--- src/lwpc_pkg.sv ---
/*
  Constants and types for the lock window and pump control block.
  Assumes nothing beyond a SystemVerilog compiler.
*/
`default_nettype none
package lwpc_pkg;
  // ***************************************************
  // register map
  // ***************************************************
  localparam logic [7:0]  ADDR_LOCK_DETECT_CONTROL = 8'h07;
  localparam logic [7:0]  ADDR_PUMP_GAIN_AND_OFFSET = 8'h09;
  localparam logic [7:0]  ADDR_PHASE_DETECTOR_CONTROL = 8'h0B;
  localparam logic [7:0]  ADDR_LOCK_STATUS = 8'h12;
  localparam logic [23:0] RST_LOCK_DETECT_CONTROL = 24'h000000;
  localparam logic [23:0] RST_PUMP_GAIN_AND_OFFSET = 24'h000000;
  localparam logic [23:0] RST_PHASE_DETECTOR_CONTROL = 24'h000000;
  // ***************************************************
  // field positions
  // ***************************************************
  localparam int LD_COUNT_LSB = 0;
  localparam int LD_ENABLE_BIT = 3;
  localparam int LD_DIGITAL_BIT = 6;
  localparam int LD_DIV_LSB = 7;
  localparam int LD_SPEED_LSB = 10;
  localparam int PG_GAIN_A_LSB = 0;
  localparam int PG_GAIN_B_LSB = 7;
  localparam int PG_OFFSET_LSB = 14;
  localparam int PG_OFFSET_UP_BIT = 21;
  localparam int PG_OFFSET_DN_BIT = 22;
  localparam int PD_POLARITY_BIT = 4;
  localparam int PD_UP_ENABLE_BIT = 5;
  localparam int PD_DN_ENABLE_BIT = 6;
  localparam int PD_SLIP_LSB = 7;
  localparam int STATUS_LOCK_BIT = 1;
  // ***************************************************
  // timing, in clk cycles and ns
  // ***************************************************
  // one-shot periods per speed code, kept even so half a period exists
  localparam logic [3:0] TIMER_PERIOD_0 = 4'h2;
  localparam logic [3:0] TIMER_PERIOD_1 = 4'h4;
  localparam logic [3:0] TIMER_PERIOD_2 = 4'h6;
  localparam logic [3:0] TIMER_PERIOD_3 = 4'h8;
  localparam real ANALOG_WINDOW_NS = 10.0;
  localparam real CLK_PERIOD_NS = 40.0;
  localparam int ANALOG_WINDOW_RAW = int'($floor(ANALOG_WINDOW_NS
                                                  / CLK_PERIOD_NS));
  localparam logic [10:0] ANALOG_WINDOW_CYCLES =
    (ANALOG_WINDOW_RAW < 1) ? 11'h001 : 11'(ANALOG_WINDOW_RAW);
  // lock count code 5 gives 2048 hits: hits = 2^(code + 6)
  localparam int LOCK_COUNT_SHIFT = 6;
  localparam int LOCK_COUNT_W = 14;

  typedef enum logic [1:0] {WIN_IDLE, WIN_REF_FIRST, WIN_DIV_FIRST}
    lwpc_win_t;
endpackage : lwpc_pkg
`default_nettype wire

--- src/lwpc_top.sv ---
/*
  Lock window and pump control: register bank for lock detect and charge
  pump settings, the window generator and the lock flag.
  Assumes a decoded register write/read port from the serial interface
  and phase comparator arrival pulses synchronous to clk.
*/
//
// Contract
// divider code 0..7 scales the window by 0.5,1,2,4,8,16,32,64 periods.
// a two-bit speed code picks one of four timer periods, fastest at 00.
// the window opens on whichever comparator input arrives first.
// software picks a window above offset plus excursion, below a period.
// bits 8:7 of phase detector control set the cycle slip threshold.
// bit 4 of phase detector control inverts the up/down sense when set.
// pump drive bits 5 and 6 both clear put the charge pump in tri-state.
// gain codes at bits 6:0 and 13:7 set pump current in 20uA steps.
// bits 20:14 set offset magnitude, bit 21 enables up, bit 22 down.
// software sets only one offset direction enable at a time.
// lock detect bit 6 picks the analogue window at 0, timer at 1.
// lock rises after a programmed run of hits, drops on one miss.
// the timer window is period times divider and closes on expiry.
`default_nettype none
module lwpc_top
  import lwpc_pkg::*;
(
  // clock and reset
  input  wire logic        clk,
  input  wire logic        resetn,
  input  wire logic        ce,
  // register port
  input  wire logic        regWrEn,
  input  wire logic [7:0]  regAddr,
  input  wire logic [23:0] regWrData,
  output var  logic [23:0] regRdData,
  // phase comparator
  input  wire logic        refArrive,
  input  wire logic        divArrive,
  input  wire logic        pdUpRaw,
  input  wire logic        pdDnRaw,
  // charge pump control
  output var  logic        pumpUp,
  output var  logic        pumpDn,
  output var  logic        pumpTriState,
  output var  logic [6:0]  pumpGainA,
  output var  logic [6:0]  pumpGainB,
  output var  logic [6:0]  offsetMagnitude,
  output var  logic        offsetUpEn,
  output var  logic        offsetDnEn,
  output var  logic [1:0]  cycleSlipGuard,
  // lock flag logic
  output var  logic        lockFlag
);
  import lwpc_pkg::*;

  // ***************************************************
  // register bank
  // ***************************************************
  logic [23:0] ldCtrl_reg, ldCtrl_next;
  logic [23:0] pump_reg, pump_next;
  logic [23:0] pdCtrl_reg, pdCtrl_next;
  logic [23:0] rd_reg, rd_next;
  logic        lock_reg, lock_next;

  always_comb begin
    ldCtrl_next = ldCtrl_reg;
    pump_next = pump_reg;
    pdCtrl_next = pdCtrl_reg;
    if (regWrEn) begin
      case (regAddr)
        ADDR_LOCK_DETECT_CONTROL: ldCtrl_next = regWrData;
        ADDR_PUMP_GAIN_AND_OFFSET: pump_next = regWrData;
        ADDR_PHASE_DETECTOR_CONTROL: pdCtrl_next = regWrData;
        default: ;
      endcase
    end
    case (regAddr)
      ADDR_LOCK_DETECT_CONTROL: rd_next = ldCtrl_reg;
      ADDR_PUMP_GAIN_AND_OFFSET: rd_next = pump_reg;
      ADDR_PHASE_DETECTOR_CONTROL: rd_next = pdCtrl_reg;
      ADDR_LOCK_STATUS: rd_next = 24'(lock_reg) << STATUS_LOCK_BIT;
      default: rd_next = 24'h000000;
    endcase
  end

  always_ff @(posedge clk) begin
    if (!resetn) begin
      ldCtrl_reg <= RST_LOCK_DETECT_CONTROL;
      pump_reg <= RST_PUMP_GAIN_AND_OFFSET;
      pdCtrl_reg <= RST_PHASE_DETECTOR_CONTROL;
      rd_reg <= 24'h000000;
    end else if (ce) begin
      ldCtrl_reg <= ldCtrl_next;
      pump_reg <= pump_next;
      pdCtrl_reg <= pdCtrl_next;
      rd_reg <= rd_next;
    end
  end
  assign regRdData = rd_reg;

  // ***************************************************
  // field decode
  // ***************************************************
  logic [2:0] lockCode;
  logic       ldEnable;
  logic       ldDigital;
  logic [2:0] divCode;
  logic [1:0] speedCode;
  assign lockCode = ldCtrl_reg[LD_COUNT_LSB +: 3];
  assign ldEnable = ldCtrl_reg[LD_ENABLE_BIT];
  assign ldDigital = ldCtrl_reg[LD_DIGITAL_BIT];
  assign divCode = ldCtrl_reg[LD_DIV_LSB +: 3];
  assign speedCode = ldCtrl_reg[LD_SPEED_LSB +: 2];

  function automatic logic [3:0] timer_period(input logic [1:0] code);
    case (code)
      2'h0: timer_period = TIMER_PERIOD_0;
      2'h1: timer_period = TIMER_PERIOD_1;
      2'h2: timer_period = TIMER_PERIOD_2;
      default: timer_period = TIMER_PERIOD_3;
    endcase
  endfunction : timer_period

  // period x (2^code / 2): code 0 is half a period
  logic [10:0] digWindow;
  logic [10:0] windowLen;
  assign digWindow = 11'({7'h00, timer_period(speedCode)} << divCode)
                     >> 1;
  assign windowLen = ldDigital ? digWindow : ANALOG_WINDOW_CYCLES;

  // ***************************************************
  // window generator and lock flag
  // ***************************************************
  lwpc_win_t             win_reg, win_next;
  logic [10:0]           tick_reg, tick_next;
  logic [LOCK_COUNT_W-1:0] hits_reg, hits_next;
  logic [LOCK_COUNT_W-1:0] hitsNeeded;
  logic                  hit;
  logic                  miss;

  // four-bit shift amount: code 7 plus the base shift overflows three bits
  assign hitsNeeded = LOCK_COUNT_W'(1)
                      << (4'(lockCode) + 4'(LOCK_COUNT_SHIFT));

  always_comb begin
    win_next = win_reg;
    tick_next = tick_reg;
    hit = 1'b0;
    miss = 1'b0;
    case (win_reg)
      WIN_IDLE: begin
        tick_next = 11'h000;
        if (refArrive && divArrive) begin
          hit = 1'b1;
        end else if (refArrive) begin
          win_next = WIN_REF_FIRST;
        end else if (divArrive) begin
          win_next = WIN_DIV_FIRST;
        end
      end
      WIN_REF_FIRST, WIN_DIV_FIRST: begin
        tick_next = tick_reg + 11'h001;
        if ((win_reg == WIN_REF_FIRST && divArrive) ||
            (win_reg == WIN_DIV_FIRST && refArrive)) begin
          hit = 1'b1;
          win_next = WIN_IDLE;
        end else if (refArrive || divArrive) begin
          // same input twice: a miss, and the new edge opens afresh
          miss = 1'b1;
          tick_next = 11'h000;
        end else if (tick_next >= windowLen) begin
          miss = 1'b1;
          win_next = WIN_IDLE;
        end
      end
      default: win_next = WIN_IDLE;
    endcase
    hits_next = hits_reg;
    lock_next = lock_reg;
    if (!ldEnable) begin
      hits_next = '0;
      lock_next = 1'b0;
    end else if (miss) begin
      hits_next = '0;
      lock_next = 1'b0;
    end else if (hit) begin
      if (hits_reg + LOCK_COUNT_W'(1) >= hitsNeeded) begin
        lock_next = 1'b1;
        hits_next = hitsNeeded;
      end else begin
        hits_next = hits_reg + LOCK_COUNT_W'(1);
      end
    end
  end

  always_ff @(posedge clk) begin
    if (!resetn) begin
      win_reg <= WIN_IDLE;
      tick_reg <= 11'h000;
      hits_reg <= '0;
      lock_reg <= 1'b0;
    end else if (ce) begin
      win_reg <= win_next;
      tick_reg <= tick_next;
      hits_reg <= hits_next;
      lock_reg <= lock_next;
    end
  end
  assign lockFlag = lock_reg;

  // ***************************************************
  // charge pump drive
  // ***************************************************
  logic upEn;
  logic dnEn;
  logic pol;
  logic pumpUp_reg, pumpUp_next;
  logic pumpDn_reg, pumpDn_next;
  assign upEn = pdCtrl_reg[PD_UP_ENABLE_BIT];
  assign dnEn = pdCtrl_reg[PD_DN_ENABLE_BIT];
  assign pol = pdCtrl_reg[PD_POLARITY_BIT];

  always_comb begin
    // inverted sense swaps which comparator output pumps up
    pumpUp_next = (pol ? pdDnRaw : pdUpRaw) & upEn;
    pumpDn_next = (pol ? pdUpRaw : pdDnRaw) & dnEn;
  end

  always_ff @(posedge clk) begin
    if (!resetn) begin
      pumpUp_reg <= 1'b0;
      pumpDn_reg <= 1'b0;
    end else if (ce) begin
      pumpUp_reg <= pumpUp_next;
      pumpDn_reg <= pumpDn_next;
    end
  end

  assign pumpUp = pumpUp_reg;
  assign pumpDn = pumpDn_reg;
  assign pumpTriState = ~upEn & ~dnEn;
  assign pumpGainA = pump_reg[PG_GAIN_A_LSB +: 7];
  assign pumpGainB = pump_reg[PG_GAIN_B_LSB +: 7];
  assign offsetMagnitude = pump_reg[PG_OFFSET_LSB +: 7];
  assign offsetUpEn = pump_reg[PG_OFFSET_UP_BIT];
  // both enables set is passed through as written
  assign offsetDnEn = pump_reg[PG_OFFSET_DN_BIT];
  assign cycleSlipGuard = pdCtrl_reg[PD_SLIP_LSB +: 2];
endmodule : lwpc_top
`default_nettype wire

--- config.mk ---
export PLATFORM = sky130hd
export DESIGN_NAME = lwpc_top
export DESIGN_NICKNAME = d
export VERILOG_FILES = /design/src/lwpc_pkg.sv /design/src/lwpc_top.sv
export SDC_FILE = /design/constraint.sdc
export NUM_CORES = 1
export LEC_CHECK = 0
export BUFFER_PORTS_ARGS = -buffer_cell sky130_fd_sc_hd__buf_2
export CAP_MARGIN = 20
export CORE_ASPECT_RATIO = 0.5
export CORE_UTILIZATION = 42
export DETAILED_ROUTE_END_ITERATION = 16
export SLEW_MARGIN = 20
export SYNTH_ARGS = -nofsm -noshare
export SYNTH_HDL_FRONTEND = slang
export SYNTH_SLANG_ARGS = --single-unit
export TNS_END_PERCENT = 20
--- constraint.sdc ---
create_clock -name clk -period 3.6 [get_ports clk]
set_input_delay 0.36 -clock clk [delete_from_list [all_inputs] [get_ports clk]]
set_output_delay 0.36 -clock clk [all_outputs]
set_load 0.05 [all_outputs]
==> reports/results.ini <==
[synth]
synth_cells=871
synth_top_area_cell=dfxtp_1
synth_cell_types=50
seq_area_frac_synth_pct=37.6
synthTopCellsByArea=dfxtp_1 38%, nand2_1 10%, a21oi_1 8.8%
synth-main-ff-cell=dfxtp_1
syn_nets=941
synthArstFlopShare_pct=0
synth_top_area_share_pct=37.6
synth_edf_count=0
yosysWarningCount=0
syn_area_sq_mm=0.00670
avgSynthCellArea_sq_um=7.70
ys_ff_latch=126

[timing]
finalMaxSlewViolations=0
final.setup.tns_ns=0
timing.hold.ws_ns=0.196
period_share_pct=91.6
fin_ws_ns=0.303
clock_skew_ns=0.0125
period_minus_slack_ns=3.30
worst_slew_pin_slew_ns=0.719
max_clock_freq_mhz=303
grt_setup_unrepaired=no
final-setup-viol-count=0
finalHoldViolCount=0
slew_headroom_pct=51.8

[power_and_ir_drop]
power.switching_mw=0.813
comb_power_share_pct=4.0
seqPwrFrac_pct=42.4
p_sw_share_pct=24.7
ir_drop_uv=277
total_power_mw=3.30
p_int_mw=2.48
p_clk_share_pct=53.5
power_density_mw_per_mm2=422
p_leak_nw=3.03

[worst_setup_path]
rr_startpoint=tick_reg[0]
critical_path.cell_chain=ha_1 -> nand3_2 -> nor2_1 -> and3_1 -> xor2_1 -> ha_1 -> a21o_1 -> a2111oi_2 -> o21ai_2 -> nand2b_1 -> a311o_2 -> o31ai_2
cp_slowest_cell=a311o_2
critPathCaptureType=flip-flop
ff2ff_path_depth=12
critPathBufInv=0
worstSetupPathType=flip-flop to flip-flop
crit_top_cell=ha_1
startpoint_type=flip-flop
cp_data_arrival_time_ns=3.63
cpLargestDelayFamily=compound AO/OA/AOI/OAI gates
slowest_delay_ns=0.44
path_max_fanout=12
worstPathRequired_ns=3.93
reg2reg_slack_ns=0.30
r2r-end=hits_reg[7]

[final_layout]
fillCellCount=1503
layout_common_cells=179 x nand2_1, 126 x dfxtp_1, 118 x a21oi_1
nets=992
finalNonFillerCells=1139
final_common_cell=nand2_1
syn_to_final_growth_pct=16.5
design_area_sq_mm=0.00781
layout-drive-gt1-share_pct=20.1
final_util_pct=50.4
insertedDiodeCount=0

[place]
dp_hpwl_um=12100
dp_cells=1107
place_area_sq_mm=0.00720
port_buffers=92
gp_congestion=0.799
dpl_worst_slack_ns=0.129

[floorplan]
die_w_um=181
core-area_sq_mm=0.0155
io-pin-count=93
die_y_um=91.3
initial_utilization_pct=43.3
dieArea_sq_mm=0.0165
num_rows=32

[cts]
cts_setup_buffers=0
clk_pin_slew_worst_paths_ns=0.06
cts_root_buf=clkbuf_16
cts_buffer_depth=2
cts_buffers=17
cts_max_level=4
clk-insertion-delay-late_ns=0.42
cts_tree=done
cts.sinks=126

[min_path]
worstHoldPathType=input port to flip-flop
holdPathStages=3
min_to=pump_reg[13]
min-delay-start=regWrData[13]

[grt]
overflow=0
antenna_found_initial=0
grt_first_pass_wirelength_um=29600
track_usage_pct=22.4
grt_max_degree=70
grt_pass1_vias=5739

[flow_run]
maxCapViolCount=0

[routing]
dr_total_vias=6088
route.detailed.drc=0
viasPerCell=5.35
first_pass_iters=5
drt_iter0_drc=454
drtAntennaViolNets=0
wire_per_inst_um=15.6
wirelength_um=17800

[status]
outcome=finished, final reports clean

[metal layers]
layer / vias up / part of all wire (%) / GRT usage, %
met3: 14 / 4.6 / 5.01
met4: 0 / 0.78 / 5.91
met5: - / 0 / 0
met1: 2874 / 49 / 30.8
met2: 135 / 45 / 35.2
li1: 3065 / - / -
[final cells by class]
class                   instances  area [sq um]  share of cell area [%]
clock inverters                15           174                    2.23
multi-input cells             649          3740                    47.9
flip-flops and latches        126          2520                    32.3
inverters                      17          65.1                   0.833
clock buffers                  17           425                    5.45
repair buffers                111           623                    7.98
well taps                     204           255                    3.27
[kinds of logic after synthesis]
logic type	Yosys count	synth area share, %
adders and majority gates	30	5.60
muxes	38	6.20
and+or+nand+nor	361	23.0
AOI/OAI and AO/OA	200	18.2
xor gates and xnor gates	20	2.61
DFF	126	37.6
buffers and inverters	96	6.83
[synthesized netlist by cell type (2+ instances only)]
| cell | n |
|---|---|
| nand2_1 | 179 |
| dfxtp_1 | 126 |
| a21oi_1 | 118 |
| nor2_1 | 91 |
| clkbuf_1 | 49 |
| nand3_1 | 37 |
| ha_1 | 30 |
| a22oi_1 | 29 |
| mux2_2 | 28 |
| buf_4 | 23 |
| inv_1 | 17 |
| o21ai_0 | 12 |
| mux2i_1 | 10 |
| xnor2_1 | 10 |
| xor2_1 | 10 |
| and2_1 | 9 |
| nor3_1 | 9 |
| nand4_1 | 8 |
| nand2b_1 | 7 |
| nor2b_1 | 7 |
| o21ai_1 | 7 |
| and3_1 | 6 |
| a21o_1 | 4 |
| a31oi_1 | 4 |
| o31ai_1 | 4 |
| o31ai_2 | 4 |
| buf_1 | 3 |
| buf_2 | 3 |
| a22o_1 | 2 |
| nor4_1 | 2 |
| o2111ai_1 | 2 |
| o32ai_1 | 2 |
| o41ai_1 | 2 |
[worst register-to-register path, delay by kind of cell, from the launching register on]
| kind | cells | cell delay [ns] |
|---|---|---|
| DFF | 1 | 0.39 |
| adders and majority gates | 2 | 0.52 |
| AOI/OAI and AO/OA | 5 | 1.43 |
| and+or+nand+nor | 4 | 0.69 |
| xor gates and xnor gates | 1 | 0.19 |
[power groups by stage]
stage / Combinational [mW] / Clock (mW) / Sequential (mW)
6_report: 0.133 / 1.76 / 1.40
5_1_grt: 0.146 / 1.86 / 1.40
4_1_cts: 0.133 / 1.79 / 1.40
3_5_place_dp: 0.132 / 0 / 1.43
3_3_place_gp: 0.128 / 0 / 1.43
2_1_floorplan: 0.0740 / 0 / 1.43
[what timing repair did]
action	in CTS	in global routing
hold buffers	0	0
endpoints found under the setup margin	0	14
gates resized for setup	0	2
[worst max path at each step]
stage / start / to / cells after the start
detailed placement: tick_reg[0] / hits_reg[3] / 12
floorplan: tick_reg[0] / hits_reg[11] / 13
global route: ldCtrl_reg[1] / hits_reg[13] / 12
global placement: tick_reg[0] / hits_reg[3] / 12
finish: tick_reg[0] / hits_reg[7] / 12
CTS: tick_reg[0] / hits_reg[3] / 12
Note: power is estimated with default switching activity, not from simulation.
